--- config.mk ---
export PLATFORM = sky130hd
export DESIGN_NAME = framing_status_and_tx_length_regs
export DESIGN_NICKNAME = d
export VERILOG_FILES = /design/src/shared/frame_regs_pkg.sv /design/src/verilog/framing_status_and_tx_length_regs.sv /design/src/verilog/collision_capture.sv
export SDC_FILE = /design/constraint.sdc
export NUM_CORES = 1
export LEC_CHECK = 0
export BUFFER_PORTS_ARGS = -buffer_cell sky130_fd_sc_hd__buf_2
export CORE_UTILIZATION = 30
export DETAILED_ROUTE_END_ITERATION = 12
export MAX_ROUTING_LAYER = met4
export PLACE_DENSITY_LB_ADDON = 0.15
export SYNTH_ARGS = -nofsm -noshare
export SYNTH_HDL_FRONTEND = slang
export SYNTH_SLANG_ARGS = --single-unit
--- constraint.sdc ---
create_clock -name hclk -period 2 [get_ports hclk]
set_clock_uncertainty 0.2 [all_clocks]
set_input_delay 0.3 -clock hclk [delete_from_list [all_inputs] [get_ports hclk]]
set_output_delay 0.3 -clock hclk [all_outputs]
set_load 0.005 [all_outputs]
--- src/shared/frame_regs_pkg.sv ---
package frame_regs_pkg;

   // -----------------------------------------------------------------
   // Register indices; byte address is four times the index
   // -----------------------------------------------------------------
   localparam logic [7:0] IDX_COLL     = 8'h1c;
   localparam logic [7:0] IDX_NTX_HI   = 8'h1d;
   localparam logic [7:0] IDX_NTX_LO   = 8'h1e;
   localparam logic [7:0] IDX_RATE     = 8'h1f;
   localparam logic [7:0] IDX_ADC      = 8'h20;
   localparam logic [7:0] IDX_CTRL     = 8'h24;
   localparam logic [7:0] IDX_IRQ_STAT = 8'h25;
   localparam logic [7:0] IDX_IRQ_MASK = 8'h26;

   // Select vector positions, one per register
   localparam int S_COLL     = 0;
   localparam int S_NTX_HI   = 1;
   localparam int S_NTX_LO   = 2;
   localparam int S_RATE     = 3;
   localparam int S_ADC      = 4;
   localparam int S_CTRL     = 5;
   localparam int S_IRQ_STAT = 6;
   localparam int S_IRQ_MASK = 7;
   localparam int NUM_REGS   = 8;

   // -----------------------------------------------------------------
   // Field layouts and reset values
   // -----------------------------------------------------------------
   localparam int COLL_BYTE_LSB = 4;
   localparam int COLL_BIT_LSB  = 1;
   localparam int COLL_PAR_BIT  = 0;
   localparam int RATE_LSB      = 4;
   localparam int NTX_LO_LSB    = 3;
   localparam int NTX_W         = 13;
   localparam int NBTX_W        = 3;
   localparam int CTRL_ANCTL    = 0;
   localparam logic [7:0] REG_RESET = 8'h00;

   // Interrupt status / mask bit positions
   localparam int IRQ_COLL = 0;
   localparam int IRQ_RATE = 1;
   localparam int IRQ_ADC  = 2;
   localparam int IRQ_PAR  = 3;
   localparam int IRQ_W    = 4;

   // Bus slave states, one-hot
   typedef enum logic [3:0] {
      BUS_IDLE   = 4'b0001,
      BUS_WRITE  = 4'b0010,
      BUS_RDWAIT = 4'b0100,
      BUS_RDDONE = 4'b1000
   } bus_state_t;

endpackage : frame_regs_pkg

--- src/verilog/framing_status_and_tx_length_regs.sv ---
`timescale 1ns/1ps
// Operation
// - Collision report bits 7:4 hold full bytes received before first collision.
// - Collision report bits 3:1 hold bit position inside the colliding byte.
// - Collision report bit 0 flags a first collision on a parity bit.
// - Collision report updates only for anticollision-length frames, never longer.
// - Collision, rate and converter registers read zero after reset or restore.
// - Transmit count is 13 bits: high eight at 1Dh, low five at 1Eh[7:3].
// - 1Eh bits 2:0 give split byte bits; zero means all bytes complete.
// - A split last byte sends a bit-oriented frame without parity bits.
// - Both transmit count registers clear at reset and on restore.
// - Detected peer bit rate sits in bits 7:4; low bits read zero.
// - Converter register shows full 8-bit result of the latest conversion.
// - Anticollision on, card idle, split nonzero: wake-up command raises parity error.
module framing_status_and_tx_length_regs (
   input  wire logic        hclk,
   input  wire logic        hresetn,
   // AHB-Lite slave
   input  wire logic        hsel,
   input  wire logic [31:0] haddr,
   input  wire logic [1:0]  htrans,
   input  wire logic        hwrite,
   input  wire logic [2:0]  hsize,
   input  wire logic [31:0] hwdata,
   input  wire logic        hready,
   output logic             hreadyout,
   output logic             hresp,
   output logic      [31:0] hrdata,
   // Framing engine side
   input  wire logic        restore_defaults,
   input  wire logic        frame_start,
   input  wire logic        short_frame,
   input  wire logic        coll_event,
   input  wire logic [3:0]  coll_bytes,
   input  wire logic [2:0]  coll_bits,
   input  wire logic        coll_in_parity,
   input  wire logic        rate_valid,
   input  wire logic [3:0]  rate_code,
   input  wire logic        adc_valid,
   input  wire logic [7:0]  adc_result,
   input  wire logic        card_idle,
   input  wire logic        wupa_cmd,
   output logic      [12:0] tx_byte_count,
   output logic      [2:0]  tx_split_bits,
   output logic             tx_bit_oriented,
   output logic             tx_parity_en,
   output logic             parity_error_pulse,
   output logic             irq
);

   // -----------------------------------------------------------------
   // Declarations
   // -----------------------------------------------------------------
   localparam int IW = frame_regs_pkg::IRQ_W;
   localparam int NR = frame_regs_pkg::NUM_REGS;

   frame_regs_pkg::bus_state_t state_ff;
   frame_regs_pkg::bus_state_t nxt_state;

   logic [NR-1:0] sel_ff;
   logic [31:0]   hrdata_ff;
   logic          addr_ok;
   logic          wr_stb;
   logic          rd_stb;
   logic [7:0]    ntx_hi_ff;
   logic [7:0]    ntx_lo_ff;
   logic [7:0]    rate_ff;
   logic [7:0]    adc_ff;
   logic [7:0]    ctrl_ff;
   logic [IW-1:0] stat_ff;
   logic [IW-1:0] mask_ff;
   logic [IW-1:0] event_vec;
   logic [7:0]    coll_report;
   logic          coll_captured;
   logic          par_err;
   logic          par_err_ff;
   logic [7:0]    rd_mux;

   // -----------------------------------------------------------------
   // Address decode
   // -----------------------------------------------------------------
   // Word index from a byte address; only the low block is mapped
   function automatic logic [NR-1:0] decode(input logic [31:0] a);
      logic [NR-1:0] s;
      s = '0;
      if (a[31:10] == 22'h00_0000) begin
         case (a[9:2])
            frame_regs_pkg::IDX_COLL:     s[frame_regs_pkg::S_COLL]     = 1'b1;
            frame_regs_pkg::IDX_NTX_HI:   s[frame_regs_pkg::S_NTX_HI]   = 1'b1;
            frame_regs_pkg::IDX_NTX_LO:   s[frame_regs_pkg::S_NTX_LO]   = 1'b1;
            frame_regs_pkg::IDX_RATE:     s[frame_regs_pkg::S_RATE]     = 1'b1;
            frame_regs_pkg::IDX_ADC:      s[frame_regs_pkg::S_ADC]      = 1'b1;
            frame_regs_pkg::IDX_CTRL:     s[frame_regs_pkg::S_CTRL]     = 1'b1;
            frame_regs_pkg::IDX_IRQ_STAT: s[frame_regs_pkg::S_IRQ_STAT] = 1'b1;
            frame_regs_pkg::IDX_IRQ_MASK: s[frame_regs_pkg::S_IRQ_MASK] = 1'b1;
            default:                      s = '0;
         endcase
      end
      return s;
   endfunction : decode

   // -----------------------------------------------------------------
   // Bus slave sequencing
   // -----------------------------------------------------------------
   // Only word transfers are expected, so hsize is not decoded
   assign addr_ok = hsel & hready & htrans[1];
   assign wr_stb  = (state_ff == frame_regs_pkg::BUS_WRITE);
   assign rd_stb  = (state_ff == frame_regs_pkg::BUS_RDWAIT);

   // Reads take one wait state so the data comes from a flip-flop
   always_comb begin
      nxt_state = frame_regs_pkg::BUS_IDLE;
      case (state_ff)
         frame_regs_pkg::BUS_RDWAIT: nxt_state = frame_regs_pkg::BUS_RDDONE;
         frame_regs_pkg::BUS_IDLE,
         frame_regs_pkg::BUS_WRITE,
         frame_regs_pkg::BUS_RDDONE: begin
            if (addr_ok && hwrite) begin
               nxt_state = frame_regs_pkg::BUS_WRITE;
            end else if (addr_ok) begin
               nxt_state = frame_regs_pkg::BUS_RDWAIT;
            end
         end
         default: nxt_state = frame_regs_pkg::BUS_IDLE;
      endcase
   end

   always_ff @(posedge hclk or negedge hresetn) begin
      if (!hresetn) begin
         state_ff <= frame_regs_pkg::BUS_IDLE;
      end else begin
         state_ff <= nxt_state;
      end
   end

   // Address phase capture
   always_ff @(posedge hclk or negedge hresetn) begin
      if (!hresetn) begin
         sel_ff <= '0;
      end else if (addr_ok) begin
         sel_ff <= decode(haddr);
      end else if (!rd_stb) begin
         sel_ff <= '0;
      end
   end

   assign hreadyout = ~rd_stb;
   assign hresp     = 1'b0;
   assign hrdata    = hrdata_ff;

   // -----------------------------------------------------------------
   // Read path
   // -----------------------------------------------------------------
   // Unmapped addresses read zero
   always_comb begin
      rd_mux = 8'h00;
      case (1'b1)
         sel_ff[frame_regs_pkg::S_COLL]:     rd_mux = coll_report;
         sel_ff[frame_regs_pkg::S_NTX_HI]:   rd_mux = ntx_hi_ff;
         sel_ff[frame_regs_pkg::S_NTX_LO]:   rd_mux = ntx_lo_ff;
         sel_ff[frame_regs_pkg::S_RATE]:     rd_mux = rate_ff;
         sel_ff[frame_regs_pkg::S_ADC]:      rd_mux = adc_ff;
         sel_ff[frame_regs_pkg::S_CTRL]:     rd_mux = ctrl_ff;
         sel_ff[frame_regs_pkg::S_IRQ_STAT]: rd_mux = {4'h0, stat_ff};
         sel_ff[frame_regs_pkg::S_IRQ_MASK]: rd_mux = {4'h0, mask_ff};
         default:                            rd_mux = 8'h00;
      endcase
   end

   always_ff @(posedge hclk or negedge hresetn) begin
      if (!hresetn) begin
         hrdata_ff <= 32'h0000_0000;
      end else if (rd_stb) begin
         hrdata_ff <= {24'h00_0000, rd_mux};
      end
   end

   // -----------------------------------------------------------------
   // Collision report
   // -----------------------------------------------------------------
   // Read only: no bus write path exists into this capture
   collision_capture u_coll (
      .hclk             (hclk),
      .hresetn          (hresetn),
      .restore_defaults (restore_defaults),
      .frame_start      (frame_start),
      .short_frame      (short_frame),
      .coll_event       (coll_event),
      .coll_bytes       (coll_bytes),
      .coll_bits        (coll_bits),
      .coll_in_parity   (coll_in_parity),
      .report_ff        (coll_report),
      .captured         (coll_captured)
   );

   // -----------------------------------------------------------------
   // Transmit length registers
   // -----------------------------------------------------------------
   // Restore beats a write landing in the same cycle
   always_ff @(posedge hclk or negedge hresetn) begin
      if (!hresetn) begin
         ntx_hi_ff <= frame_regs_pkg::REG_RESET;
      end else if (restore_defaults) begin
         ntx_hi_ff <= frame_regs_pkg::REG_RESET;
      end else if (wr_stb && sel_ff[frame_regs_pkg::S_NTX_HI]) begin
         ntx_hi_ff <= hwdata[7:0];
      end
   end

   always_ff @(posedge hclk or negedge hresetn) begin
      if (!hresetn) begin
         ntx_lo_ff <= frame_regs_pkg::REG_RESET;
      end else if (restore_defaults) begin
         ntx_lo_ff <= frame_regs_pkg::REG_RESET;
      end else if (wr_stb && sel_ff[frame_regs_pkg::S_NTX_LO]) begin
         ntx_lo_ff <= hwdata[7:0];
      end
   end

   // Count is not range checked; the host keeps it legal
   assign tx_byte_count = {ntx_hi_ff, ntx_lo_ff[7:frame_regs_pkg::NTX_LO_LSB]};
   assign tx_split_bits = ntx_lo_ff[frame_regs_pkg::NBTX_W-1:0];
   // Split last byte means a bit-oriented frame with no parity
   assign tx_bit_oriented = (tx_split_bits != 3'h0);
   assign tx_parity_en    = ~tx_bit_oriented;

   // -----------------------------------------------------------------
   // Rate and converter results
   // -----------------------------------------------------------------
   always_ff @(posedge hclk or negedge hresetn) begin
      if (!hresetn) begin
         rate_ff <= frame_regs_pkg::REG_RESET;
      end else if (restore_defaults) begin
         rate_ff <= frame_regs_pkg::REG_RESET;
      end else if (rate_valid) begin
         rate_ff <= {rate_code, 4'h0};
      end
   end

   always_ff @(posedge hclk or negedge hresetn) begin
      if (!hresetn) begin
         adc_ff <= frame_regs_pkg::REG_RESET;
      end else if (restore_defaults) begin
         adc_ff <= frame_regs_pkg::REG_RESET;
      end else if (adc_valid) begin
         adc_ff <= adc_result;
      end
   end

   // -----------------------------------------------------------------
   // Control and wake-up parity check
   // -----------------------------------------------------------------
   always_ff @(posedge hclk or negedge hresetn) begin
      if (!hresetn) begin
         ctrl_ff <= frame_regs_pkg::REG_RESET;
      end else if (restore_defaults) begin
         ctrl_ff <= frame_regs_pkg::REG_RESET;
      end else if (wr_stb && sel_ff[frame_regs_pkg::S_CTRL]) begin
         ctrl_ff <= {7'h00, hwdata[frame_regs_pkg::CTRL_ANCTL]};
      end
   end

   // Wake-up to an idle card with anticollision on and a pending split count flags a parity error
   assign par_err = wupa_cmd & card_idle & tx_bit_oriented
                  & ctrl_ff[frame_regs_pkg::CTRL_ANCTL];

   always_ff @(posedge hclk or negedge hresetn) begin
      if (!hresetn) begin
         par_err_ff <= 1'b0;
      end else begin
         par_err_ff <= par_err;
      end
   end

   assign parity_error_pulse = par_err_ff;

   // -----------------------------------------------------------------
   // Interrupts
   // -----------------------------------------------------------------
   assign event_vec[frame_regs_pkg::IRQ_COLL] = coll_captured;
   assign event_vec[frame_regs_pkg::IRQ_RATE] = rate_valid;
   assign event_vec[frame_regs_pkg::IRQ_ADC]  = adc_valid;
   assign event_vec[frame_regs_pkg::IRQ_PAR]  = par_err;

   // Sticky bits; a new event beats the read that clears it
   for (genvar i = 0; i < IW; i++) begin : g_stat
      always_ff @(posedge hclk or negedge hresetn) begin
         if (!hresetn) begin
            stat_ff[i] <= 1'b0;
         end else if (event_vec[i]) begin
            stat_ff[i] <= 1'b1;
         end else if (restore_defaults ||
                      (rd_stb && sel_ff[frame_regs_pkg::S_IRQ_STAT])) begin
            stat_ff[i] <= 1'b0;
         end
      end
   end

   always_ff @(posedge hclk or negedge hresetn) begin
      if (!hresetn) begin
         mask_ff <= '0;
      end else if (restore_defaults) begin
         mask_ff <= '0;
      end else if (wr_stb && sel_ff[frame_regs_pkg::S_IRQ_MASK]) begin
         mask_ff <= hwdata[IW-1:0];
      end
   end

   assign irq = |(stat_ff & mask_ff);
endmodule : framing_status_and_tx_length_regs

--- src/verilog/collision_capture.sv ---
`timescale 1ns/1ps
module collision_capture (
   input  wire logic       hclk,
   input  wire logic       hresetn,
   input  wire logic       restore_defaults,
   input  wire logic       frame_start,
   input  wire logic       short_frame,
   input  wire logic       coll_event,
   input  wire logic [3:0] coll_bytes,
   input  wire logic [2:0] coll_bits,
   input  wire logic       coll_in_parity,
   output logic      [7:0] report_ff,
   output logic            captured
);

   logic seen_ff;
   logic first_coll;

   // A new frame forgets earlier collisions
   assign first_coll = coll_event & (frame_start | ~seen_ff);
   // Longer messages never touch the report
   assign captured   = first_coll & short_frame & ~restore_defaults;

   // -----------------------------------------------------------------
   // First collision of the current frame
   // -----------------------------------------------------------------
   always_ff @(posedge hclk or negedge hresetn) begin
      if (!hresetn) begin
         seen_ff <= 1'b0;
      end else if (coll_event) begin
         seen_ff <= 1'b1;
      end else if (frame_start) begin
         seen_ff <= 1'b0;
      end
   end

   // Report register; restore has priority over a capture
   always_ff @(posedge hclk or negedge hresetn) begin
      if (!hresetn) begin
         report_ff <= frame_regs_pkg::REG_RESET;
      end else if (restore_defaults) begin
         report_ff <= frame_regs_pkg::REG_RESET;
      end else if (captured) begin
         report_ff <= {coll_bytes, coll_bits, coll_in_parity};
      end
   end
endmodule : collision_capture

-- Yosys cells after proc, flatten, opt, wreduce, memory -nomap -nowiden
Index checks and enable logic that the tools add are counted.
Widths: inputs -> output; s select.
- register bits: 78
- input port bits: 102
- output and inout port bits: 54
- word-level logic and storage cells: 109
- eq/ne operators: 13
- multiplexer cells: 43
- bitwise gates (word level): 14
- reduce and logical (&&, ||, !) cells: 23
- operators by type and width (cell ; count):
    $mux 8 ; 21
    $eq 8x5->1 const B ; 4
    $eq 8x6->1 const B ; 4
    $reduce_bool 2->1 ; 12
    $logic_not 22->1 ; 1
    $mux 4 ; 5
    $mux 1 ; 15
    $and 1x1->1 ; 8
    $pmux 4 s2 ; 1
    $logic_and 1x1->1 ; 6
    $and 4x4->4 ; 1
    $eq 4x1->1 const B ; 1
    $eq 4x2->1 const B ; 1
    $eq 4x3->1 const B ; 1
    $eq 4x4->1 const B ; 1
    $not 1->1 ; 4
    $reduce_or 4->1 ; 1
    $mux 3 ; 1
    $reduce_bool 3->1 ; 1
    $reduce_or 3->1 ; 1
    $ne 2x2->1 const B ; 1
    $logic_or 1x1->1 ; 1
    $or 1x1->1 ; 1

-- Logic depth before layout (Yosys ltp)
Gate-level depths: netlist (run 1).
- depth after elaboration: 8
- depth in mapped cells: 6
- mapped depth without buffers: 4

-- By module
From an unflattened synthesis (run 1), not the netlist that was laid out.
- cells, all modules: 374
- area total of the unflattened synthesis: 3493.4 um2
- modules (own cells, without submodules) (module ; instances ; cells an instance ; area an instance (um2) ; seq. area each (um2)):
    framing_status_and_tx_length_regs ; 1 ; 335 ; 3035.4 ; 1452.6
    collision_capture ; 1 ; 39 ; 457.9 ; 225.2

-- Least setup slack after synthesis (run 1)
Ideal clock, no wire load.
- path kind: input port to flip-flop
- start point: input haddr[18]
- end point: register sel_ff[0]
- library setup time: 0.092 ns
- arrival: 1.409 ns
- data required time: 1.708 ns
- path slack: 0.299 ns
- stages: 4
- buffers on the path: 0
- path through: nor4_1 -> nand4_1 -> or4_4 -> o31ai_2
- cells in the longest elaborated chain, start to end: 3
- RTL lines (what ; line ; text):
    from (decl) ; framing_status_and_tx_length_regs.sv:20 ; input wire logic [31:0] haddr,
    $logic_not 22->1 ; framing_status_and_tx_length_regs.sv:86 ; if (a[31:10] == 22'h00_0000) begin
    $mux 8 ; framing_status_and_tx_length_regs.sv:86 ;
    $mux 8 ; framing_status_and_tx_length_regs.sv:140 ; end else if (addr_ok) begin
    to (signal assigned) ; framing_status_and_tx_length_regs.sv:141 ; sel_ff <= decode(haddr);
    to (decl) ; framing_status_and_tx_length_regs.sv:60 ; logic [NR-1:0] sel_ff;
Every way passes these cells.
A chain may end at the register's enable or synchronous reset.

-- Worst setup path in the final report (run 1)
- start point: register state_ff[3]
- end point: output hreadyout
- cells in the longest elaborated chain, start to end: 2
- RTL lines (what ; line ; text):
    from (decl) ; framing_status_and_tx_length_regs.sv:57 ; frame_regs_pkg::bus_state_t state_ff;
    from (signal assigned) ; framing_status_and_tx_length_regs.sv:130 ; state_ff <= frame_regs_pkg::BUS_IDLE;
    from (signal assigned) ; framing_status_and_tx_length_regs.sv:132 ; state_ff <= nxt_state;
    $eq 4x3->1 ; framing_status_and_tx_length_regs.sv:108 ; assign rd_stb = (state_ff == frame_regs_pkg::BUS_RDWAIT);
    $not 1->1 ; framing_status_and_tx_length_regs.sv:147 ; assign hreadyout = ~rd_stb;
    to (decl) ; framing_status_and_tx_length_regs.sv:26 ; output logic hreadyout,
Every way passes these cells.

==> results of run 1 <==
cells by family after synthesis:
kind of cell              share of synthesized area [%]
and+or+nand+nor                                    20.2
AOI/OAI and AO/OA                                  14.7
DFF                                                49.4
buffers and inverters                              9.24
muxes                                              6.18
xor gates and xnor gates                          0.258
other                                             0.110
registers in the layout, summed over array words and instances, names as in the netlist:
register and flops:
hrdata 8, rate_ff 4, ntx_lo_ff 8, stat_ff 4
mask_ff 4, sel_ff 8, ctrl_ff 1, u_coll.report_ff 8
state_ff 4, parity_error_pulse 1, adc_ff 8, ntx_hi_ff 8
u_coll.seen_ff 1
worst paths after layout:
kind                               start             endpoint  slack (ps)
setup / recovery             state_ff[3]            hreadyout          90
hold / removal             coll_bytes[2]  u_coll.report_ff[6]          20
hold reg to reg                hrdata[4]            hrdata[4]         270
max in group asynchronous        hresetn         ntx_hi_ff[7]         770
min in group asynchronous        hresetn            sel_ff[4]         220
setup reg to reg               sel_ff[4]            hrdata[1]         130
cell usage in the layout (no fill, tap or decap), types with 3 or more instances in the layout:
master           n
inv_1            8
clkbuf_16        9
a221oi_1         7
nand2b_1         5
dfrtp_1         66
nor3_1           3
nor4_1           5
a32oi_1          3
conb_1          25
o21ai_1          6
dlygate4sd3_1    3
a21o_1           3
nor3b_1          4
or4_1            4
o21ai_0         14
nor2_1          27
a21oi_1         36
buf_4           11
buf_12           3
nand3_1         24
nand2_1         54
buf_2          100
mux2i_1         21
o221ai_1         3
synth_stat cells (2+ instances only):
| cell | number | area, um2 |
|---|---|---|
| a21oi_1 | 36 | 180 |
| a32oi_1 | 3 | 26.3 |
| nand2_1 | 54 | 203 |
| o31ai_2 | 2 | 25.0 |
| a221oi_1 | 7 | 61.3 |
| or4_1 | 4 | 30.0 |
| nand2b_1 | 5 | 31.3 |
| inv_1 | 8 | 30.0 |
| nor3_1 | 3 | 15.0 |
| clkbuf_1 | 13 | 48.8 |
| o21ai_1 | 6 | 30.0 |
| mux2i_1 | 21 | 210 |
| nor4_1 | 5 | 31.3 |
| buf_2 | 8 | 40.0 |
| nor2_1 | 27 | 101 |
| nor3b_1 | 4 | 30.0 |
| a22oi_1 | 2 | 15.0 |
| dfrtp_1 | 66 | 1650 |
| nor4b_4 | 2 | 47.6 |
| o21ai_0 | 14 | 70.1 |
| nand3_1 | 24 | 120 |
| buf_4 | 25 | 188 |
| o221ai_1 | 3 | 26.3 |
| and3_1 | 2 | 12.5 |
| a21o_1 | 3 | 22.5 |
metal layers:
metal  track usage [%]  vias to the layer above  routed length [um]
li1                  -                     1445                   -
met1              23.1                     1382                4310
met2              24.6                       99                4070
met3              2.83                       14                 512
met4              7.92                        0                 210
met5                 -                        -                   0
repair_timing:
item | CTS | global route
endpoints found under the setup margin | 0 | 1
buffers inserted | 0 | 0
endpoints found under the hold margin | 17 | 0
hold buffers | 3 | 0
gates resized for setup | 0 | 0
metrics by stage:
step           utilization, %  instances  cell area (um2)
6_report                 39.8        614             4350
4_1_cts                  39.8        614             4350
3_5_place_dp             36.8        596             4030
5_1_grt                  39.8        614             4350
2_1_floorplan               -        389             3490
3_3_place_gp             36.8        596             4030
where the power goes:
group	switching (mW)	internal, mW	total, mW
clock network	0.544	1.02	1.57
logic	0.133	0.112	0.245
registers	0.0274	1.40	1.42
total	0.705	2.53	3.24
cell type report:
class / instances / area (um2) / area share, %
Inverter: 9 / 33.8 / 0.776
Timing Repair Buffer: 117 / 673 / 15.5
Clock buffer: 13 / 260 / 5.98
Tap cell: 140 / 175 / 4.02
Clock inverter: 2 / 35.0 / 0.805
Multi-Input combinational cell: 266 / 1500 / 34.4
Sequential cell: 67 / 1680 / 38.5
worst max-delay path: stages (launching register included):
cell and delay, ps:
dfrtp_1 480, nor4b_4 330, inv_2 120, buf_2 150
==> metrics, run 1 <==
DR vias/cell 4.79; worst hold path type in2reg; crit start category flop; # IOs roughly 160; largest net degree at the start of global routing between 50 and 60; wirelength, routed 9100 um; Synthesis Warnings 0; worst-case reg-to-reg path depth 4; hold path depth 3; Worst EP required roughly 1500 ps; register area share after synthesis approximately half; Horiz. Die Dim about 110 um; Rows 38; worst vdd ir around 0.44 mV; Setup CP Type reg2out; critical path endpoint category output port; full die area 11800 um2; Place WS 57.2 ps; Synth Instances between 300 and 400; final setup margin about 95 ps; gpl congestion 0.820; drt pass-1 iters 4; Peak Freq approximately 520 MHz; Final Hold Fails 0; Power Total 3.24 mW; Post-synth EDFFs 0; nets between 500 and 600; initial core utilization 31.1%; Max Fanout on Critical Path 6; CTS clock-pin slew for the worst setup and hold paths approximately 50 ps; Max clock buf depth 2; vias in the first global route approximately 2800; min Tclk post-route 1910 ps; WL per Instance ~15 um; fillers ~1100; Antenna Cells 0; # DRC 0; max_slew headroom around three fifths; worst-margin pin slew 616 ps; #FFs+latches synth 67; clk sinks 67; setup_tns 0 ps; LEAKAGE 2.03 nW; fraction of registers with async set/reset 100%; H-tree Lvls 3; CTS tree done; Post-synth top flop dfrtp_1; 1st-iter DRT viols roughly 120; Avg Cell Area, Syn approximately 9.3 um2; period utilization 95.3%; via count between 2000 and 3000; synthesis-to-layout area growth 28.0%; RSZ-0062 raised after global routing no; post-route ant nets 0; first-pass GRT wire length 14700 um; Worst EP arrival about 1400 ps; max_cap viols 0; die height approximately 110 um; Final Max Tran Viols 0; fraction of layout instances using a drive strength above 1 roughly 29%; mapped cell area approximately 3400 um2; number of port buffers 100; final setup fails 0; Total GRT Usage between 15 and 20%; number of distinct library cells after synthesis 43; Pwr Density around 740 nW/um2; post-DP HPWL 6780 um; status completed; total grt overflow 0; core region area ~11000 um2; Num CTS Buffers 9; initial antenna violation count 0; Skew-Pair Late Insertion Delay 330 ps; Root Driver clkbuf_16; Min Hold Slack between 15 and 20 ps
Note: power is estimated with default switching activity, not from simulation.
==> run 2: changes to the inputs <==
--- a/config.mk
+++ b/config.mk
@@ -7,6 +7,7 @@
 export LEC_CHECK = 0
 export BUFFER_PORTS_ARGS = -buffer_cell sky130_fd_sc_hd__buf_2
 export CORE_UTILIZATION = 30
+export CTS_BUF_LIST = sky130_fd_sc_hd__clkbuf_8
 export DETAILED_ROUTE_END_ITERATION = 12
 export MAX_ROUTING_LAYER = met4
 export PLACE_DENSITY_LB_ADDON = 0.15
==> run 2 against run 1 <==
Effect of this change:
- fmax increased by 1.9%
- non-clock buffer count up 12
- final cell count is 2.0% higher
- worst hold slack worse by 4.9 ps
- core utilization increased by 0.15 points
- die area stayed put
- via count is 2.0% higher
- count of clock-buffer cells in the layout shrank 2
- combinational power increased by 7%
- sequential share of layout area fell by 0.14 points
- register-to-register slack about the same
- largest cell class unchanged
- highest routed layer unchanged
==> metrics, run 2 (synthesis gave the netlist of run 1 again) <==
Root Driver clkbuf_8; wirelength, routed slightly above 9000 um; core region area between 10000 and 15000 um2; worst hold start coll_bytes[3]; gpl congestion between 0.8 and 0.9; Skew-Pair Late Insertion Delay about 340 ps; hold path endpoint u_coll.report_ff[7]; Power Total about 2.8 mW; largest net degree at the start of global routing 54; min Tclk post-route between 1500 and 2000 ps; Setup CP Type reg2reg; via count about 3000; number of port buffers 100; r2r endpoint hrdata[2]; first-pass GRT wire length around 15000 um; final cell count without fillers roughly 630; synthesis-to-layout area growth 28.5%; CTS tree done; # DRC 0; Peak Freq ~530 MHz; worst hold path type in2reg; Rows 38; Antenna Cells 0; crit start category flop; DP Cell Count 596; post-route ant nets 0; commonest non-fill, non-tap cells in the layout buf_2 (100), dfrtp_1 (66), nand2_1 (54); WL met2 about 4100 um; H-tree Lvls 3; 1st-iter DRT viols between 100 and 150; Horiz. Die Dim approximately 110 um; vias in the first global route 2808; Metal-1 WL 4370 um; hold path depth 3; Pwr Density roughly 640 nW/um2; Worst EP required between 2000 and 2500 ps; Final Hold Fails 0; setup_tns 0 ps; worst-margin pin slew roughly 590 ps; Num CTS Buffers 9; routed wl met3 463 um; period utilization a little over 90%; max_slew headroom between 60% and 70%; worst r2r src sel_ff[4]; DR vias/cell 4.79; # IOs ~160; Final Max Tran Viols 0; placed inst area slightly above 4000 um2; nets roughly 600; initial antenna violation count 0; total grt overflow 0; max_cap viols 0; clk sinks 67; Worst EP arrival between 1500 and 2000 ps; worst-case reg-to-reg path depth 4; WL per Instance 14.5 um; die height 108 um; final setup fails 0; R2R setup slack ~130 ps; initial core utilization 31.1%; drt pass-1 iters 5; post-CTS sizing 0; commonest non-fill, non-tap cell in the layout buf_2; Total GRT Usage 17.0%; fin area 4370 um2; status completed; slowest cell on the critical path or4_1; Crit path largest cell delay about 470 ps; worst vdd ir 0.356 mV; Max Used Layer met4; Max Fanout on Critical Path 6; critical path, cell by cell nor2_1, a21oi_1, or4_1, a32oi_1; CTS clock-pin slew for the worst setup and hold paths about 70 ps; critical path endpoint category flop; full die area 11800 um2; post-DP HPWL just under 7000 um; RSZ-0062 raised after global routing no; fraction of layout instances using a drive strength above 1 between 20% and 30%; LEAKAGE between 2 and 2.5 nW; Max clock buf depth 2
run 2: changes by cell type in the layout (fill, tap and decap cells not counted):
cell           change
inv_1              +2
dlygate4sd3_1     +11
clkbuf_1           -2
buf_4              +1
clkbuf_16          -9
clkbuf_8           +9
run 2: layout make-up:
class	instances	area, um2
inverters	9	33.8
clock buffers	11	151
well taps	140	175
clock inverters	4	42.5
repair buffers	129	791
fillers	1123	6570
flip-flops and latches	67	1680
multi-input cells	266	1500
run 2: worst max-delay path, delay by kind of cell, from the launching register on:
kind | cells | cell delay [ps]
AND/OR/NAND/NOR | 2 | 810
flip-flops | 1 | 460
AO/OA/AOI/OAI | 2 | 310
run 2: worst max-delay path by stage:
stage | start | endpoint | slack (ps)
floorplan | haddr[18] | sel_ff[0] | 300
global placement | haddr[10] | sel_ff[5] | 100
detailed placement | haddr[10] | sel_ff[5] | 60
CTS | state_ff[1] | hreadyout | 20
global route | sel_ff[6] | hrdata[2] | 30
finish | sel_ff[4] | hrdata[2] | 130
run 2: stage by stage:
stage	hold WS [ps]	setup WS, ps	utilization, %
CTS	0.511	25.0	39.9
finish	13.3	130	40.0
global placement	35.3	99.1	36.8
floorplan	-196	299	-
detailed placement	35.2	57.2	36.8
global route	7.89	34.8	40.0
run 2: timing repair:
| item | 4_1_cts | 5_1_grt |
|---|---|---|
| setup buffers | 0 | 1 |
| hold buffers | 14 | 0 |
| setup endpoints to repair | 0 | 1 |
| endpoints found under the hold margin | 28 | 0 |
run 2: layer usage:
layer / track usage (%) / vias to the layer above
met5: - / -
met4: 7.92 / 0
met3: 2.83 / 11
met2: 24.9 / 97
met1: 22.7 / 1423
li1: - / 1468
run 2: power by group:
part	switching, mW	internal, mW
Combinational	0.136	0.126
Sequential	0.0276	1.39
Clock	0.489	0.627
Total	0.653	2.15
